$ cat src/logic/art_consts.vh
/*
 * Constants of the second relock timer block: register offsets, field
 * positions, reset values and timing counts.
 * Assumes a 20 MHz system clock and byte addresses on a 4-bit bus.
 */
`ifndef ART_CONSTS_VH
`define ART_CONSTS_VH

`define ART_CLK_KHZ 20000
`define ART_HAZ_HALF_MS 500
`define ART_HAZ_HALF_CYC (`ART_HAZ_HALF_MS * `ART_CLK_KHZ)
`define ART_RELOCK_S 30
`define ART_RELOCK_CYC (`ART_RELOCK_S * `ART_CLK_KHZ * 1000)

`define ART_AW 4
`define ART_OFF_CTRL 4'h0
`define ART_OFF_STATE 4'h4
`define ART_OFF_STATUS 4'h8

`define ART_CTRL_SMART 0
`define ART_CTRL_MECH 1
`define ART_CTRL_HORN 2
`define ART_CTRL_INHIBIT 3

`define ART_STAT_HOOD_MEMO 0
`define ART_STAT_TRUNK_MEMO 1
`define ART_STAT_HAZ_BUSY 2
`define ART_STAT_LOCK_PEND 3
`define ART_STAT_PINS_LSB 8

`define ART_NSTATE 6
`define ART_ST_UNARMED 6'h01
`define ART_ST_ALARM 6'h02
`define ART_ST_PREARM 6'h04
`define ART_ST_ARMHOLD 6'h08
`define ART_ST_RELOCK2 6'h10
`define ART_ST_OTHER 6'h20
`define ART_ST_RESET `ART_ST_UNARMED

`define ART_NPIN 12

`endif

$ cat src/logic/art_delay_timer.v
/*
 * Restartable one-shot down counter; pulses expired for one cycle.
 * Assumes start is a one-cycle pulse from the same clock domain.
 */
`timescale 1ns/10ps
`default_nettype none
module art_delay_timer #(
  parameter [31:0] COUNT = 32'h0000_0010
) (
  input wire clock,
  input wire rstn,
  input wire start,
  input wire stop,
  output reg running,
  output reg expired
);
  reg [31:0] cnt_q;

  always @(posedge clock or negedge rstn) begin
    if (!rstn) begin
      cnt_q <= 32'h0000_0000;
      running <= 1'b0;
      expired <= 1'b0;
    end else begin
      expired <= 1'b0;
      if (start) begin
        // Restart always reloads the full delay
        cnt_q <= COUNT - 32'h0000_0001;
        running <= 1'b1;
      end else if (stop) begin
        running <= 1'b0;
      end else if (running) begin
        if (cnt_q == 32'h0000_0000) begin
          running <= 1'b0;
          expired <= 1'b1;
        end else begin
          cnt_q <= cnt_q - 32'h0000_0001;
        end
      end
    end
  end
endmodule // art_delay_timer
`default_nettype wire

$ cat src/logic/art_hazard_pulser.v
/*
 * Hazard relay driver: two on/off pulses of HALF cycles each phase.
 * Assumes start is a one-cycle pulse; a new start restarts the pattern.
 */
`timescale 1ns/10ps
`default_nettype none
module art_hazard_pulser #(
  parameter [31:0] HALF = 32'h0000_0010
) (
  input wire clock,
  input wire rstn,
  input wire start,
  input wire stop,
  output reg relay,
  output reg busy
);
  reg [31:0] cnt_q;
  reg [1:0] phase_q;

  always @(posedge clock or negedge rstn) begin
    if (!rstn) begin
      cnt_q <= 32'h0000_0000;
      phase_q <= 2'h0;
      relay <= 1'b0;
      busy <= 1'b0;
    end else if (start) begin
      cnt_q <= HALF - 32'h0000_0001;
      phase_q <= 2'h0;
      relay <= 1'b1;
      busy <= 1'b1;
    end else if (stop) begin
      relay <= 1'b0;
      busy <= 1'b0;
    end else if (busy) begin
      if (cnt_q == 32'h0000_0000) begin
        cnt_q <= HALF - 32'h0000_0001;
        phase_q <= phase_q + 2'h1;
        // Phases: on, off, on, off
        relay <= ~phase_q[0] ? 1'b0 : (phase_q != 2'h3);
        busy <= (phase_q != 2'h3);
      end else begin
        cnt_q <= cnt_q - 32'h0000_0001;
      end
    end
  end
endmodule // art_hazard_pulser
`default_nettype wire

$ cat src/logic/art_relock_ctrl.v
/*
 * Anti-theft state holder around the second relock timer state: entry
 * into it on unlock, automatic relock, and exit to pre-arm on a
 * confirmed lock. Registers sit on a plain strobe port.
 * Assumes the other states' own transitions are driven by software
 * through the state register, and that all key, switch and command
 * inputs are asynchronous levels from outside.
 * A lock that is never confirmed leaves the block in the relock
 * state until software writes the state; new lock requests alone do not end it.
 */
`timescale 1ns/10ps
`default_nettype none
`include "art_consts.vh"
module art_relock_ctrl #(
  parameter [31:0] SECOND_RELOCK_DELAY = `ART_RELOCK_CYC,
  parameter [31:0] HAZARD_HALF = `ART_HAZ_HALF_CYC
) (
  input wire clock,
  input wire rstn,
  input wire [`ART_AW-1:0] addr,
  input wire [31:0] wdata,
  input wire wr,
  input wire rd,
  output reg [31:0] rdata,
  input wire tx_unlock,
  input wire tx_lock,
  input wire remote_keyless_command_unlock,
  input wire remote_keyless_command_lock,
  input wire passive_unlock,
  input wire passive_lock,
  input wire mech_lock,
  input wire lock_confirmed,
  input wire door_open,
  input wire hood_open,
  input wire trunk_open,
  input wire ignition_key_removed,
  output wire hazard_relay,
  output reg horn_relay,
  output reg start_inhibit_relay,
  output reg door_lock,
  output reg [`ART_NSTATE-1:0] state_q
);
  localparam [`ART_NSTATE-1:0] ST_UNARMED = `ART_ST_UNARMED;
  localparam [`ART_NSTATE-1:0] ST_ALARM = `ART_ST_ALARM;
  localparam [`ART_NSTATE-1:0] ST_PREARM = `ART_ST_PREARM;
  localparam [`ART_NSTATE-1:0] ST_ARMHOLD = `ART_ST_ARMHOLD;
  localparam [`ART_NSTATE-1:0] ST_RELOCK2 = `ART_ST_RELOCK2;
  localparam [`ART_NSTATE-1:0] ST_OTHER = `ART_ST_OTHER;

  // Pin order in the synchroniser vector
  localparam P_TXU = 0;
  localparam P_TXL = 1;
  localparam P_RKU = 2;
  localparam P_RKL = 3;
  localparam P_PAU = 4;
  localparam P_PAL = 5;
  localparam P_MEC = 6;
  localparam P_CNF = 7;
  localparam P_DOR = 8;
  localparam P_HOD = 9;
  localparam P_TRK = 10;
  localparam P_KEY = 11;

  wire [`ART_NPIN-1:0] pins_raw;
  reg [`ART_NPIN-1:0] sync1_q;
  reg [`ART_NPIN-1:0] sync2_q;
  reg [`ART_NPIN-1:0] prev_q;
  wire [`ART_NPIN-1:0] rise;

  reg smart_key_variant_q;
  reg mech_en_q;
  reg hood_memo_q;
  reg trunk_memo_q;
  reg lock_pend_q;
  reg [`ART_NSTATE-1:0] state_d;

  wire unlock_ev;
  wire lock_req;
  wire enter_relock;
  wire restart;
  wire in_relock;
  wire relock_expired;
  wire haz_busy;
  wire enter_prearm;
  wire sw_state_wr;
  wire ctrl_wr;
  wire hatch_open;

  assign pins_raw = {ignition_key_removed, trunk_open, hood_open, door_open,
    lock_confirmed, mech_lock, passive_lock, passive_unlock,
    remote_keyless_command_lock, remote_keyless_command_unlock,
    tx_lock, tx_unlock};

  // Two flops before use; edges read only from the second stage
  always @(posedge clock or negedge rstn) begin
    if (!rstn) begin
      sync1_q <= {`ART_NPIN{1'b0}};
      sync2_q <= {`ART_NPIN{1'b0}};
      prev_q <= {`ART_NPIN{1'b0}};
    end else begin
      sync1_q <= pins_raw;
      sync2_q <= sync1_q;
      prev_q <= sync2_q;
    end
  end

  // Edges only: a held button counts once
  assign rise = sync2_q & ~prev_q;

  function is_unlock;
    input smart;
    input [`ART_NPIN-1:0] r;
    begin
      if (smart)
        is_unlock = r[P_RKU] | r[P_PAU];
      else
        is_unlock = r[P_TXU];
    end
  endfunction

  function is_lock;
    input smart;
    input mech;
    input [`ART_NPIN-1:0] r;
    begin
      is_lock = (smart ? (r[P_RKL] | r[P_PAL]) : r[P_TXL])
        | (mech & r[P_MEC]);
    end
  endfunction

  // Shared address decode for the write strobes
  function reg_hit;
    input [`ART_AW-1:0] a;
    input [`ART_AW-1:0] off;
    begin
      reg_hit = (a == off);
    end
  endfunction

  // Doors shut while the hood or trunk stands open
  function shut_hatch_open;
    input [`ART_NPIN-1:0] s;
    begin
      shut_hatch_open = ~s[P_DOR] & (s[P_HOD] | s[P_TRK]);
    end
  endfunction

  assign unlock_ev = is_unlock(smart_key_variant_q, rise);
  assign in_relock = (state_q == ST_RELOCK2);
  assign hatch_open = sync2_q[P_HOD] | sync2_q[P_TRK];
  assign sw_state_wr = wr & reg_hit(addr, `ART_OFF_STATE);
  assign ctrl_wr = wr & reg_hit(addr, `ART_OFF_CTRL);

  // Entry conditions from the unarmed, alarm, pre-arm and arm-hold states
  assign enter_relock = unlock_ev & (
    ((state_q == ST_UNARMED) & sync2_q[P_KEY] & hatch_open) |
    ((state_q == ST_ALARM) & shut_hatch_open(sync2_q)) |
    ((state_q == ST_PREARM) & shut_hatch_open(sync2_q)) |
    (state_q == ST_ARMHOLD));

  assign restart = enter_relock | (in_relock & unlock_ev);

  // Lock requests, including the mechanical key when enabled
  assign lock_req = relock_expired |
    is_lock(smart_key_variant_q, mech_en_q, rise);

  // Lock must be requested, now or earlier, while confirmed, before leaving
  assign enter_prearm = in_relock & ~unlock_ev &
    (lock_pend_q | lock_req) & sync2_q[P_CNF];

  // Leaving the relock state drops a pending expiry
  art_delay_timer #(
    .COUNT(SECOND_RELOCK_DELAY)
  ) u_relock_timer (
    .clock(clock),
    .rstn(rstn),
    .start(restart),
    .stop(~in_relock & ~enter_relock),
    .running(),
    .expired(relock_expired)
  );

  // Pattern runs out even if the state is left
  art_hazard_pulser #(
    .HALF(HAZARD_HALF)
  ) u_hazard (
    .clock(clock),
    .rstn(rstn),
    .start(restart),
    .stop(1'b0),
    .relay(hazard_relay),
    .busy(haz_busy)
  );

  always @* begin
    state_d = state_q;
    if (sw_state_wr) begin
      // Software owns the states outside this block's scope
      case (wdata[`ART_NSTATE-1:0])
        ST_UNARMED: state_d = ST_UNARMED;
        ST_ALARM: state_d = ST_ALARM;
        ST_PREARM: state_d = ST_PREARM;
        ST_ARMHOLD: state_d = ST_ARMHOLD;
        ST_RELOCK2: state_d = ST_RELOCK2;
        ST_OTHER: state_d = ST_OTHER;
        default: state_d = state_q;
      endcase
    end else begin
      case (state_q)
        ST_UNARMED, ST_ALARM, ST_PREARM, ST_ARMHOLD: begin
          if (enter_relock)
            state_d = ST_RELOCK2;
        end
        ST_RELOCK2: begin
          if (enter_prearm)
            state_d = ST_PREARM;
        end
        ST_OTHER: state_d = ST_OTHER;
        default: state_d = ST_UNARMED;
      endcase
    end
  end

  always @(posedge clock or negedge rstn) begin
    if (!rstn) begin
      state_q <= `ART_ST_RESET;
      smart_key_variant_q <= 1'b0;
      mech_en_q <= 1'b0;
      horn_relay <= 1'b0;
      start_inhibit_relay <= 1'b0;
      hood_memo_q <= 1'b0;
      trunk_memo_q <= 1'b0;
      lock_pend_q <= 1'b0;
      door_lock <= 1'b0;
    end else begin
      state_q <= state_d;
      if (ctrl_wr) begin
        smart_key_variant_q <= wdata[`ART_CTRL_SMART];
        mech_en_q <= wdata[`ART_CTRL_MECH];
      end

      // Hardware switch-off beats a same-cycle software switch-on
      if (enter_relock & (state_q == ST_ALARM)) begin
        horn_relay <= 1'b0;
        start_inhibit_relay <= 1'b0;
      end else if (ctrl_wr) begin
        horn_relay <= wdata[`ART_CTRL_HORN];
        start_inhibit_relay <= wdata[`ART_CTRL_INHIBIT];
      end

      // Switch levels as seen on entry
      if (enter_relock) begin
        hood_memo_q <= sync2_q[P_HOD];
        trunk_memo_q <= sync2_q[P_TRK];
      end

      // Automatic door lock on expiry, state kept
      door_lock <= in_relock & relock_expired;

      // An unlock drops a lock still waiting for confirmation
      if (~in_relock | enter_prearm | unlock_ev)
        lock_pend_q <= 1'b0;
      else if (lock_req)
        lock_pend_q <= 1'b1;
    end
  end

  // Read data stands only in the cycle after the strobe
  always @(posedge clock or negedge rstn) begin
    if (!rstn) begin
      rdata <= 32'h0000_0000;
    end else begin
      rdata <= 32'h0000_0000;
      if (rd) begin
        case (addr)
          `ART_OFF_CTRL: begin
            rdata[`ART_CTRL_SMART] <= smart_key_variant_q;
            rdata[`ART_CTRL_MECH] <= mech_en_q;
            rdata[`ART_CTRL_HORN] <= horn_relay;
            rdata[`ART_CTRL_INHIBIT] <= start_inhibit_relay;
          end
          `ART_OFF_STATE: rdata[`ART_NSTATE-1:0] <= state_q;
          // Status is read-only; writes to it are dropped
          `ART_OFF_STATUS: begin
            rdata[`ART_STAT_HOOD_MEMO] <= hood_memo_q;
            rdata[`ART_STAT_TRUNK_MEMO] <= trunk_memo_q;
            rdata[`ART_STAT_HAZ_BUSY] <= haz_busy;
            rdata[`ART_STAT_LOCK_PEND] <= lock_pend_q;
            rdata[`ART_STAT_PINS_LSB+`ART_NPIN-1:`ART_STAT_PINS_LSB]
              <= sync2_q;
          end
          default: rdata <= 32'h0000_0000;
        endcase
      end
    end
  end
endmodule // art_relock_ctrl
`default_nettype wire

$ cat config.mk
export PLATFORM = sky130hd
export DESIGN_NAME = art_relock_ctrl
export DESIGN_NICKNAME = d
export VERILOG_FILES = /design/src/logic/art_delay_timer.v /design/src/logic/art_hazard_pulser.v /design/src/logic/art_relock_ctrl.v
export VERILOG_INCLUDE_DIRS = /design/src /design/src/logic
export SDC_FILE = /design/constraint.sdc
export NUM_CORES = 1
export LEC_CHECK = 0
export BUFFER_PORTS_ARGS = -buffer_cell sky130_fd_sc_hd__buf_2
export CORE_ASPECT_RATIO = 1.2
export CORE_MARGIN = 2
export CORE_UTILIZATION = 62
export CTS_CLUSTER_SIZE = 10
export DETAILED_ROUTE_END_ITERATION = 7
export PLACE_DENSITY = 0.86
export SYNTH_ARGS = -nofsm -noshare
export SYNTH_HDL_FRONTEND = slang
export SYNTH_SLANG_ARGS = --single-unit
export TNS_END_PERCENT = 100
$ cat constraint.sdc
create_clock -name clock -period 5.1 [get_ports clock]
set_input_delay 0.51 -clock clock [delete_from_list [all_inputs] [get_ports clock]]
set_output_delay 0.51 -clock clock [all_outputs]
set_load 0.005 [all_outputs]
Word level (Yosys, flattened, before mapping)
Index checks and enable logic that the tools add are counted.
{"block": "word_totals", "reg_bits": 147, "out_inout_bits": 42, "word_cells": 131}
{"block": "op_classes", "n_bitwise": 34, "n_mux": 42, "reduce_logical": 12, "addsub": 3, "n_eq_ne": 20}
{"operator": "$mux W32", "n": 7}
{"operator": "$logic_not A32 Y1", "n": 2}
{"operator": "$sub A32 B1 Y32 const B", "n": 2}
{"operator": "$pmux W6 S6", "n": 1}
{"operator": "$mux W1", "n": 23}
{"operator": "$mux W20", "n": 1}
{"operator": "$mux W6", "n": 3}
{"operator": "$pmux W6 S3", "n": 1}
{"operator": "$and A1 B1 Y1", "n": 16}
{"operator": "$eq A6 B1 Y1 const B", "n": 2}
{"operator": "$eq A6 B2 Y1 const B", "n": 2}
{"operator": "$eq A6 B3 Y1 const B", "n": 2}
{"operator": "$eq A6 B4 Y1 const B", "n": 2}
{"operator": "$eq A6 B5 Y1 const B", "n": 2}
{"operator": "$eq A6 B6 Y1 const B", "n": 2}
{"operator": "$mux W12", "n": 1}
{"operator": "$or A1 B1 Y1", "n": 12}
{"operator": "$pmux W4 S3", "n": 1}
{"operator": "$reduce_bool A2 Y1", "n": 5}
{"operator": "$mux W2", "n": 4}
{"operator": "$and A7 B7 Y7", "n": 1}
{"operator": "$ne A7 B1 Y1 const B", "n": 1}
{"operator": "$not A7 Y7", "n": 1}
{"operator": "$ne A2 B2 Y1 const B", "n": 3}
{"operator": "10 further kinds", "n": 14}

Depth between registers and ports, before layout
Gate-level depths: netlist (run 1).
{"block": "logic_depth", "depth_word": 12, "mapped_depth": 9, "mapped_depth_nobuf": 8}

Modules after synthesis
Synthesis (run 1) repeated with hierarchy kept, for this count alone.
{"block": "unflattened", "hier_cells": 605, "hier_area_um2": 6392.4}
{"mod": "art_relock_ctrl", "cells_per_inst": 221, "n_inst": 1, "area_each_um2": 2656.3, "seq_area_each_um2": 1577.8}
{"mod": "art_hazard_pulser", "cells_per_inst": 194, "n_inst": 1, "area_each_um2": 1870.5, "seq_area_each_um2": 900.9}
{"mod": "art_delay_timer", "cells_per_inst": 190, "n_inst": 1, "area_each_um2": 1865.5, "seq_area_each_um2": 850.8}

Worst setup path before layout (run 1)
Ideal clock, no wire load.
{"block": "synth_path", "kind": "flip-flop to flip-flop", "from": "register state_q[3]", "to": "register u_hazard.cnt_q[4]", "arrival_time_ns": 2.366, "stages_incl_launch_ff": 10, "synth_period_minus_slack_ns": 2.509, "slack_ns": 2.591, "required_ns": 4.957, "cell_sequence": "dfrtp_1 buf_4 or4_4 or3_1 a21o_1 a21o_1 buf_6 clkbuf_1 o31ai_1 o211ai_1"}
{"block": "synth_between", "elab_chain_cells": 9}
{"item": "start, declared", "line": "art_relock_ctrl.v:41", "rtl": "output reg [`ART_NSTATE-1:0] state_q"}
{"item": "start signal, assigned", "line": "art_relock_ctrl.v:226", "rtl": "state_q <= `ART_ST_RESET;"}
{"item": "start signal, assigned", "line": "art_relock_ctrl.v:236", "rtl": "state_q <= state_d;"}
{"item": "$eq A6 B1 Y1", "line": "art_relock_ctrl.v:156", "rtl": "((state_q == ST_UNARMED) & sync2_q[P_KEY] & hatch_open) |"}
{"item": "$and A1 B1 Y1 (2 in series)", "line": "art_relock_ctrl.v:156"}
{"item": "$or A1 B1 Y1", "line": "art_relock_ctrl.v:156"}
{"item": "$or A1 B1 Y1", "line": "art_relock_ctrl.v:157", "rtl": "((state_q == ST_ALARM) & shut_hatch_open(sync2_q)) |"}
{"item": "$or A1 B1 Y1", "line": "art_relock_ctrl.v:158", "rtl": "((state_q == ST_PREARM) & shut_hatch_open(sync2_q)) |"}
{"item": "$and A1 B1 Y1", "line": "art_relock_ctrl.v:155", "rtl": "assign enter_relock = unlock_ev & ("}
{"item": "$or A1 B1 Y1 *", "line": "art_relock_ctrl.v:161", "rtl": "assign restart = enter_relock | (in_relock & unlock_ev);"}
{"item": "$mux W32 / $reduce_bool A2 Y1 (equally long branches)"}
{"item": "end signal, assigned", "line": "art_hazard_pulser.v:27", "rtl": "cnt_q <= HALF - 32'h0000_0001;"}
{"item": "end signal, assigned", "line": "art_hazard_pulser.v:36", "rtl": "cnt_q <= HALF - 32'h0000_0001;"}
{"item": "end signal, assigned", "line": "art_hazard_pulser.v:42", "rtl": "cnt_q <= cnt_q - 32'h0000_0001;"}
{"item": "end, declared", "line": "art_hazard_pulser.v:17", "rtl": "reg [31:0] cnt_q;"}
Every way passes the cells marked *; elsewhere a longest branch is shown, timed or not.
A chain may end at the register's enable or synchronous reset.

Worst setup path in the final report (run 1)
{"block": "layout_path", "from": "register state_q[3]", "to": "register u_hazard.phase_q[1]"}
{"block": "layout_between", "elab_chain_cells": 10}
{"item": "$eq A6 B1 Y1", "line": "art_relock_ctrl.v:156"}
{"item": "$and A1 B1 Y1 (2 in series)", "line": "art_relock_ctrl.v:156"}
{"item": "$or A1 B1 Y1", "line": "art_relock_ctrl.v:156"}
{"item": "$or A1 B1 Y1", "line": "art_relock_ctrl.v:157"}
{"item": "$or A1 B1 Y1", "line": "art_relock_ctrl.v:158"}
{"item": "$and A1 B1 Y1", "line": "art_relock_ctrl.v:155"}
{"item": "$or A1 B1 Y1 *", "line": "art_relock_ctrl.v:161"}
{"item": "$reduce_bool A2 Y1 (no source line)"}
{"item": "$reduce_and A2 Y1 (no source line)"}
{"item": "end signal, assigned", "line": "art_hazard_pulser.v:37", "rtl": "phase_q <= phase_q + 2'h1;"}
{"item": "end, declared", "line": "art_hazard_pulser.v:18", "rtl": "reg [1:0] phase_q;"}
Marked as above.

==> summary.txt, run 1 <==
Critical path
  • CP Class: reg -> reg
  • CP arrival: approximately 3.5 ns
  • Worst-path fanout max: 21
  • Depth of the most critical reg-to-reg path: 7
  • Startpoint types: flop
  • Worst Path Required: 5.39 ns
  • CP Capture Type: flop

Timing
  • Final setup vio count: 0
  • Max-slew headroom: ~34%
  • Slew @ Worst Pin: a little under 1 ns
  • Fmax: ~310 MHz
  • Slew Viols, Final: 0
  • Min cycle time layout: around 3.2 ns
  • Unrepaired setup endpoints after global routing: false
  • Worst clock skew: around 0.012 ns
  • Final Hold Vio Count: 0
  • Final TNS setup: 0 ns
  • Fin crit share: around 63%

Finish
  • Antenna cells: 0
  • Fill count: ~670
  • P&R area growth vs syn: 13.4%
  • Nets@finish: about 740
  • Most frequent cells in the layout: 132 x dfrtp_1, 52 x nor2_1, 52 x buf_2, 40 x nor3_1, 38 x nand2_1
  • Commonest non-fill, non-tap cell in the layout: dfrtp_1
  • Post-route insts no fill: 816
  • Share of cells above drive strength 1: 16.7%

Floorplanning
  • Starting density of the core: roughly 64%
  • Die Height: 115 um
  • Core Box Area: 0.0101 mm^2
  • Row count: 40
  • I/O Pins: between 90 and 100
  • Die area: 0.0112 mm^2
  • Die X: about 97 um

Clocking
  • Root Driver: clkbuf_16
  • CTS tree: done
  • Clk pin slew, worst setup/hold paths: approximately 0.07 ns
  • Clk Latency, worst-skew pair: between 0.4 and 0.5 ns
  • Post-CTS setup buffer count: 0
  • CTS resizes: 0
  • Post-CTS Hold Buffers: 0
  • Clk sinks: 133
  • H-tree depth: 4
  • Clock Path Buffers: 2
  • Num CTS Buffers: 17

Synthesis
  • Ys Warns: 0
  • Post-synthesis compound-gate area fraction: ~9%
  • Main combinational cell family by area after synthesis: simple AND/OR/NAND/NOR gates
  • Simple-gate share of the synthesized area: around a quarter
  • Synth unique cells: 64
  • Post-Synth Adder-Cell Area: between 1 and 1.5%
  • Post-Synthesis Cells: approximately 630
  • Synthesized area: around 0.0064 mm^2
  • Post-synthesis mux area share: roughly 3%
  • Synthesized flop and latch total: roughly 130
  • Asr flop ratio synth: 100%
  • Synth Area in XOR/XNOR: 4.65%
  • EDFF count, synth: 0
  • Mean post-synth cell area: around 10 um^2
  • Main synth FF type: dfrtp_1
  • Post-synthesis sequential area ratio: about half

Placement
  • Cells after DPL: between 700 and 800
  • Post-DP HPWL: roughly 9 mm
  • GPL Wtd Cong: ~0.84
  • # port buffers: between 50 and 60

Power and ir drop
  • P per Cell Area: 441 mW/mm^2
  • Total power: around 3.2 mW
  • Leakage: 3.14 nW
  • Worst vdd ir: 0.276 mV

Drt
  • Residual DRC: 0
  • Routed length per instance: 17.7 um
  • ANT nets after route: 0
  • Routed Wire Length: around 14 mm
  • Vias per cell: approximately 6.3
  • Routed vias: around 5,100
  • Initial DRC count: 490
  • First-pass DRT Iterations: 5

Global routing
  • Antenna violations before repair: 0
  • GRT Total Usage: 27.5%
  • Largest net degree at the start of global routing: 69
  • First-pass GRT wire length: 24.3 mm
  • Vias in the first global route: just over 5,000
  • Gr ovfl total: 0

Flow run
  • Max cap viols: 0

Hold path
  • WHS Path Cells: 1
  • Hold crit path type: in -> reg

Run status
  • Status: finished, final reports clean
sequential cells by signal (all words and copies together) (netlist names):
signal                  flops
rdata                      18
mech_en_q                   1
u_relock_timer.cnt_q       32
u_hazard.busy               1
prev_q                      7
lock_pend_q                 1
smart_key_variant_q         1
horn_relay                  1
u_hazard.phase_q            2
hood_memo_q                 1
start_inhibit_relay         1
sync2_q                    12
sync1_q                    12
u_hazard.relay              1
state_q                     6
u_relock_timer.expired      1
trunk_memo_q                1
door_lock                   1
u_hazard.cnt_q             32
u_relock_timer.running      1
through the flow:
stage	cell area (um^2)	util, %	hold WS (ns)	worst slack, ns
floorplan	6450	-	0.214	2.59
global placement	6670	66.3	0.332	2.05
detailed placement	6670	66.3	0.335	1.98
CTS	7260	72.2	0.173	1.92
global route	7260	72.2	0.175	1.65
finish	7260	72.2	0.184	1.90
cell usage after synthesis, drive strengths merged, types with 14 or more instances:
master | number | area share (%)
a21oi | 24 | 1.9
xor2 | 17 | 2.3
and2 | 20 | 2.0
inv | 14 | 0.82
o31ai | 16 | 1.9
nor4 | 16 | 2.0
clkbuf | 19 | 1.1
buf | 24 | 2.7
nand2 | 38 | 2.2
xnor2 | 17 | 2.3
dfrtp | 132 | 52
or3 | 20 | 2.1
nor3 | 43 | 3.6
o21ai | 21 | 1.6
or4 | 21 | 2.7
nand3 | 26 | 2.0
nor2 | 53 | 3.1
mux2i | 15 | 2.3
cell families (layout without fill, tap and decap cells):
kind of cell,after synthesis,in the layout
and+or+nand+nor,291,291
buffers and inverters,57,103
AOI/OAI and AO/OA,90,90
DFF,133,133
xor gates and xnor gates,34,34
other,1,14
muxes,19,19
adders and majority gates,6,6
final cells by class:
cell class                 instances  area [um^2]  share of cell area (%)
inverter                          14         52.6                   0.724
clock buffer                      18          429                    5.91
multi-input combinational        454         2830                    39.0
timing repair buffer              57          298                    4.10
sequential                       133         3330                    45.9
clock inverter                    14          163                    2.24
tap                              126          158                    2.17
routing by layer:
metal	GRT usage, %	up-vias	share of wire, %
met1	33.4	2532	39
met3	6.63	37	6.6
met5	0	-	0
li1	-	2326	-
met2	47.1	236	52
met4	12.5	0	2.5
critical path, cell delays in order, from the launching register on:
cell      delay (ns)
dfrtp_1         0.53
or4_4           0.58
or3_1           0.40
a21oi_1         0.29
o21a_1          0.73
buf_4           0.33
a21oi_1         0.05
a21boi_1        0.15
report_power, final:
part           switching [mW]  leakage [nW]  internal (mW)
logic                   0.345          1.24          0.241
clock network           0.493         0.289          0.735
registers               0.179          1.61           1.21
total                    1.02          3.14           2.19
path summary, 6_finish.rpt:
path	start	endpoint	slack, ns
max	state_q[3]	u_hazard.phase_q[1]	1.90
min	hood_open	sync1_q[9]	0.18
max reg2reg	state_q[3]	u_hazard.phase_q[1]	1.90
min reg2reg	sync1_q[0]	sync2_q[0]	0.34
max in group asynchronous	rstn	u_relock_timer.cnt_q[29]	3.57
min in group asynchronous	rstn	sync2_q[6]	0.19
Note: power is estimated with default switching activity, not from simulation.
==> run 2, diff against run 1 <==
--- a/config.mk
+++ b/config.mk
@@ -6,13 +6,14 @@
 export SDC_FILE = /design/constraint.sdc
 export NUM_CORES = 1
 export LEC_CHECK = 0
+export ABC_AREA = 1
 export BUFFER_PORTS_ARGS = -buffer_cell sky130_fd_sc_hd__buf_2
 export CORE_ASPECT_RATIO = 1.2
 export CORE_MARGIN = 2
-export CORE_UTILIZATION = 62
+export CORE_UTILIZATION = 58
 export CTS_CLUSTER_SIZE = 10
 export DETAILED_ROUTE_END_ITERATION = 7
-export PLACE_DENSITY = 0.86
+export PLACE_DENSITY = 0.8
 export SYNTH_ARGS = -nofsm -noshare
 export SYNTH_HDL_FRONTEND = slang
 export SYNTH_SLANG_ARGS = --single-unit
==> constraint.sdc (replaced) <==
create_clock -name clock -period 3.12 [get_ports clock]
set_input_delay 0.312 -clock clock [delete_from_list [all_inputs] [get_ports clock]]
set_output_delay 0.312 -clock clock [all_outputs]
set_load 0.005 [all_outputs]
==> summary.txt, run 2 <==
Drt
  • ANT nets after route: 0
  • First-pass DRT Iterations: 5
  • M1 WL: between 7 and 8 mm
  • Vias per cell: ~5.2
  • DR top layer: met4
  • Initial DRC count: 507
  • Routed length per instance: around 14 um
  • Residual DRC: 0
  • Routed vias: 6,373
  • Routed wl met2: between 8 and 9 mm
  • Met3 wire length: 695 um
  • Routed Wire Length: about 17 mm

Clocking
  • Clock Path Buffers: 2
  • CTS tree: done
  • H-tree depth: 4
  • Root Driver: clkbuf_16
  • Clk pin slew, worst setup/hold paths: roughly 0.060 ns
  • Clk Latency, worst-skew pair: about 0.43 ns
  • Num CTS Buffers: 17
  • Clk sinks: approximately 130
  • CTS resizes: 0

Synthesis
  • Post-synthesis sequential area ratio: a little under half
  • Asr flop ratio synth: 100%
  • Synthesized area: between 0.007 and 0.008 mm^2
  • EDFF count, synth: 0
  • Synth top area share: about 46%
  • Mean post-synth cell area: 7.29 um^2
  • Main synth FF type: dfrtp_1
  • Synthesized flop and latch total: around 130
  • Most frequent cell after synthesis: nand2_1
  • Ys Warns: 0
  • Synth unique cells: between 40 and 50
  • Post-Synthesis Cells: around 990
  • Largest area contributor in the netlist: dfrtp_1
  • Synth top cells by count: 311 x nand2_1, 190 x nor2_1, 132 x dfrtp_1, 93 x inv_1, 76 x nand3_1
  • Area contributors post-synth: dfrtp_1 46%, nand2_1 16%, nor2_1 9.9%, nand3_1 5.3%, inv_1 4.8%

Finish
  • Antenna cells: 0
  • Share of cells above drive strength 1: 10.2%
  • Fin area: 0.00830 mm^2
  • P&R area growth vs syn: 15.1%
  • Most frequent cells in the layout: 311 x nand2_1, 190 x nor2_1, 132 x dfrtp_1, 93 x inv_1, 76 x nand3_1
  • Nets@finish: around 1,100
  • Commonest non-fill, non-tap cell in the layout: nand2_1
  • Largest regs: u_hazard.cnt_q: 32 flops, u_relock_timer.cnt_q: 32 flops, rdata: 18 flops
  • Post-route insts no fill: 1,232

Placement
  • Cells after DPL: between 1,000 and 1,500
  • GPL Wtd Cong: ~0.94
  • # port buffers: 53
  • Post-DP HPWL: roughly 12 mm
  • Placed Area: around 0.0076 mm^2

Floorplanning
  • Core Box Area: 0.0121 mm^2
  • Die X: around 110 um
  • Starting density of the core: a little under 60%
  • I/O Pins: 94
  • Die Height: roughly 130 um
  • Row count: between 40 and 50
  • Die area: between 0.01 and 0.015 mm^2

Critical path
  • Slowest cell on crit path: dfrtp_1
  • Startpoint types: flop
  • Most frequent CP cell: nand2_1
  • Worst-path fanout max: 23
  • CP Class: reg -> reg
  • CP max stage delay: ~0.46 ns
  • CP delay by family, top: simple AND/OR/NAND/NOR gates
  • CP arrival: between 2 and 3 ns
  • Worst path bufs/invs: 3
  • Crit path cell chain: inv_1, nand2_1, nor2_1, nand3_2, inv_1, nand2_2, nand3_4, clkinv_2, nand2_1, nand2_1
  • CP Capture Type: flop
  • Worst Path Required: 3.42 ns

Global routing
  • Gr ovfl total: 0
  • Vias in the first global route: about 6,000
  • First-pass GRT wire length: between 20 and 30 mm
  • GRT Total Usage: a little over a quarter
  • Antenna violations before repair: 0
  • Largest net degree at the start of global routing: 90

Timing
  • Slew Viols, Final: 0
  • Fmax: roughly 430 MHz
  • Unrepaired setup endpoints after global routing: false
  • Min cycle time layout: 2.32 ns
  • Final Hold Vio Count: 0
  • Max-slew headroom: a little under half
  • Worst clock skew: just over 0.01 ns
  • Fin crit share: around three quarters
  • Hold_ws: around 0.16 ns
  • Final TNS setup: 0 ns
  • Slew @ Worst Pin: 0.785 ns
  • Final setup vio count: 0

Power and ir drop
  • P per Cell Area: slightly above 800 mW/mm^2
  • Worst vdd ir: 0.481 mV
  • Leakage: roughly 4.5 nW

Flow run
  • Max cap viols: 0

Hold path
  • Hold crit path type: in -> reg

Run status
  • Status: finished, final reports clean
## run 2: cell types whose count changed in the layout (fill, tap and decap cells not counted), sizes merged, moves of 15 or more
cell and change:
nand2 +276, mux2i -15, nor2 +139, and2 -19, or3 -20, inv +79
nor4 -15, nand3 +53, or4 -21, nor3 -35, o31ai -16
## run 2: cell families (layout without fill, tap and decap cells)
group	after synthesis	in the layout	synth area share (%)
multiplexers	1	1	0.156
AO/OA/AOI/OAI	55	55	4.34
AND/OR/NAND/NOR	619	619	35.2
other	1	14	0.0520
buffers and inverters	134	203	8.14
adder cells (fa/ha/maj)	6	6	1.04
flip-flops	133	133	46.2
XOR/XNOR	40	40	4.86
## run 2: path summary, 6_finish.rpt
path	startpoint	endpoint	slack, ns	cells past startpoint
setup reg to reg	state_q[3]	u_relock_timer.cnt_q[8]	0.80	10
hold / removal	rd	rdata[0]	0.16	3
max in group asynchronous	rstn	u_relock_timer.cnt_q[8]	1.76	3
setup / recovery	state_q[3]	u_relock_timer.cnt_q[8]	0.80	10
hold reg to reg	sync1_q[11]	sync2_q[11]	0.35	0
min in group asynchronous	rstn	rdata[3]	0.50	2
## run 2: repair_timing
action,CTS,global route
setup buffers,0,0
hold buffers,13,0
endpoints found under the hold margin,98,0
## run 2: layout make-up
type | count | area [um^2]
well taps | 161 | 201
clock buffers | 18 | 439
flip-flops and latches | 133 | 3330
inverters | 98 | 369
multi-input cells | 735 | 3350
clock inverters | 12 | 145
repair buffers | 75 | 469
fillers | 1073 | 3810
## run 2: where the power goes
group | internal (mW) | switching [mW]
logic | 0.777 | 1.40
registers | 2.12 | 0.440
clock network | 1.20 | 0.798
total | 4.10 | 2.64
## run 2: per-stage QoR
step	power, mW	setup slack, ns	utilization, %
3_5_place_dp	4.71	0.845	62.6
5_1_grt	7.24	0.588	68.5
4_1_cts	6.76	0.809	68.5
6_report	6.74	0.801	68.5
3_3_place_gp	4.64	0.842	62.6
2_1_floorplan	4.16	1.40	-
## run 2: worst reg2reg max path, delay by kind of cell, from the launching register on
kind / cells / cell delay [ns]
simple gates: 7 / 1.06
buf+inv: 3 / 0.68
flops: 1 / 0.46
## run 2: routing by layer
metal | vias to the layer above | GRT usage [%]
met5 | - | 0
met4 | 0 | 12.3
met3 | 43 | 5.90
met2 | 161 | 45.8
met1 | 2965 | 33.3
li1 | 3204 | -
==> run 3, diff against run 2 <==
--- a/config.mk
+++ b/config.mk
@@ -6,11 +6,11 @@
 export SDC_FILE = /design/constraint.sdc
 export NUM_CORES = 1
 export LEC_CHECK = 0
-export ABC_AREA = 1
+export ABC_AREA = 0
 export BUFFER_PORTS_ARGS = -buffer_cell sky130_fd_sc_hd__buf_2
 export CORE_ASPECT_RATIO = 1.2
 export CORE_MARGIN = 2
-export CORE_UTILIZATION = 58
+export CORE_UTILIZATION = 57
 export CTS_CLUSTER_SIZE = 10
 export DETAILED_ROUTE_END_ITERATION = 7
 export PLACE_DENSITY = 0.8
==> constraint.sdc (replaced) <==
create_clock -name clock -period 2.4 [get_ports clock]
set_input_delay 0.24 -clock clock [delete_from_list [all_inputs] [get_ports clock]]
set_output_delay 0.24 -clock clock [all_outputs]
set_load 0.005 [all_outputs]
==> summary.txt, run 3 (synthesis gave the netlist of run 1 again) <==
Run status
  • Status: complete, but fails checks
  • Violated checks: setup timing

Clocking
  • Root Driver: clkbuf_16
  • Clk sinks: 133
  • Clk Latency, worst-skew pair: between 0.4 and 0.5 ns
  • CTS tree: done
  • Clk pin slew, worst setup/hold paths: ~0.070 ns
  • Num CTS Buffers: 17
  • H-tree depth: 4
  • Clock Path Buffers: 2

Global routing
  • GRT Total Usage: 26.8%
  • First-pass GRT wire length: around 26 mm
  • Largest net degree at the start of global routing: 58
  • Antenna violations before repair: 0
  • Vias in the first global route: 5,463
  • Gr ovfl total: 0

Critical path
  • Crit path cell chain: or4_4, or4_4, or3_4, nor3_4, buf_6, or3_1, mux2i_1
  • CP Capture Type: flop
  • Reg-to-Reg Start: u_hazard.cnt_q[21]
  • Worst R2R Setup Slack: -0.13 ns
  • Depth of the most critical reg-to-reg path: 7
  • CP Class: reg -> reg
  • CP max stage delay: approximately 0.54 ns
  • Reg2reg end: u_hazard.cnt_q[31]
  • Worst-path fanout max: 6
  • Most frequent CP cell: or4_4
  • Slowest cell on crit path: or4_4
  • CP delay by family, top: simple AND/OR/NAND/NOR gates
  • CP arrival: 2.81 ns
  • Worst path bufs/invs: 1
  • Startpoint types: flop
  • Worst Path Required: around 2.7 ns

Hold path
  • Hold path start: rd
  • Hold worst-path end: rdata[0]
  • Hold crit path type: in -> reg
  • WHS Path Cells: 3

Placement
  • Post-DP HPWL: 9.79 mm
  • Cells after DPL: roughly 840
  • # port buffers: 53
  • GPL Wtd Cong: about 0.84
  • Placed Area: roughly 0.0071 mm^2

Drt
  • Routed length per instance: approximately 18 um
  • Routed vias: roughly 5,500
  • Vias per cell: 6.15
  • Initial DRC count: just under 400
  • ANT nets after route: 0
  • First-pass DRT Iterations: 5
  • Residual DRC: 0
  • Routed Wire Length: 16.2 mm

Floorplanning
  • Starting density of the core: 58.3%
  • I/O Pins: 94
  • Row count: 42
  • Die area: approximately 0.012 mm^2
  • Die X: 101 um
  • Core Box Area: about 0.011 mm^2
  • Die Height: between 100 and 150 um

Finish
  • Post-route insts no fill: 891
  • Fin area: 0.00804 mm^2
  • Nets@finish: roughly 800
  • Commonest non-fill, non-tap cell in the layout: dfrtp_1
  • Most frequent cells in the layout: 132 x dfrtp_1, 54 x buf_4, 52 x buf_2, 51 x nor2_1
  • P&R area growth vs syn: 25.6%
  • Share of cells above drive strength 1: 26.7%
  • Largest regs: u_hazard.cnt_q: 32 flops, u_relock_timer.cnt_q: 32 flops, rdata: 18 flops
  • Antenna cells: 0

Timing
  • Fin crit share: 105%
  • Fmax: a little under 400 MHz
  • Final Hold Vio Count: 0
  • Fin worst setup slack: -0.132 ns
  • Slew Viols, Final: 0
  • Final TNS setup: -1.78 ns
  • Min cycle time layout: ~2.5 ns
  • Worst clock skew: between 0.008 and 0.009 ns
  • Slew @ Worst Pin: 0.706 ns
  • Max-slew headroom: 52.7%
  • Unrepaired setup endpoints after global routing: true
  • Final setup vio count: 24

Power and ir drop
  • Seq pwr share: about two fifths
  • Clock power frac: approximately a third
  • Leakage: ~3.5 nW
  • Comb power frac: around a quarter
  • P per Cell Area: between 800 and 900 mW/mm^2
  • Total power: between 7 and 8 mW
  • Net switching power: 2.38 mW
  • Pint: between 4 and 5 mW
  • Worst vdd ir: 0.584 mV
  • Sw frac: about a third

Flow run
  • Max cap viols: 0
==> run 3: cell count changes in the layout (fill, tap and decap cells not counted), sizes merged, moves of 20 or more <==
cell	before	now
inv	102	24
or4	0	21
nor2	192	54
nand3	79	26
buf	62	111
nand2	314	38
or3	0	20
nor3	8	43
==> run 3: worst max-delay path by stage <==
| stage | from | to | slack [ns] | cells past startpoint |
|---|---|---|---|---|
| after floorplan | state_q[3] | u_hazard.cnt_q[26] | -0.07 | 8 |
| after CTS | u_hazard.cnt_q[21] | u_hazard.phase_q[1] | -0.09 | 7 |
| after global routing | u_hazard.cnt_q[2] | u_hazard.cnt_q[31] | -0.34 | 7 |
| final | u_hazard.cnt_q[21] | u_hazard.cnt_q[31] | -0.13 | 7 |
| after detailed placement | u_hazard.cnt_q[21] | u_hazard.cnt_q[30] | -0.1 | 5 |
| after global placement | u_hazard.cnt_q[21] | u_hazard.cnt_q[30] | -0.08 | 5 |
==> run 3: worst min-delay path: stages <==
cell     delay [ns]
buf_2          0.10
nand2_1        0.14
nor2_1         0.07
==> run 3: layer usage <==
metal | vias to the layer above | part of all wire, % | global-route usage (%) | wire [um]
met3 | 71 | 5.2 | 6.00 | 836
li1 | 2470 | - | - | -
met5 | - | 0 | 0 | 0
met2 | 238 | 53 | 44.6 | 8570
met4 | 0 | 3.3 | 9.59 | 532
met1 | 2701 | 39 | 34.2 | 6250
==> run 3: metrics by stage <==
stage | setup slack, ns | hold slack (ns) | util (%)
global placement | -0.0770 | 0.254 | 64.7
CTS | -0.0903 | 0.156 | 71.6
finish | -0.132 | 0.156 | 73.2
floorplan | -0.0660 | -0.0556 | -
detailed placement | -0.0951 | 0.272 | 64.7
global route | -0.336 | 0.181 | 73.2
==> run 3: area by class of cell <==
cell class,instances,area [um^2]
clock buffers,18,439
well taps,132,165
multi-input cells,456,3060
repair buffers,124,865
fillers,674,2940
clock inverters,14,133
inverters,14,52.6
flip-flops and latches,133,3330
==> run 3: power groups by stage <==
stage	Combinational (mW)	Clock (mW)	Sequential, mW
finish	1.71	2.49	2.91
global route	1.87	2.62	2.94
CTS	1.57	2.50	2.87
detailed placement	1.46	0	2.90
global placement	1.40	0	2.87
floorplan	1.04	0	2.83
==> run 3: timing repair <==
item	4_1_cts	5_1_grt
hold endpoints to repair	54	0
setup buffers	2	4
setup endpoints to repair	35	47
cloned	0	2
hold buffers	13	0
gates resized for setup	11	26
pin swaps	6	8
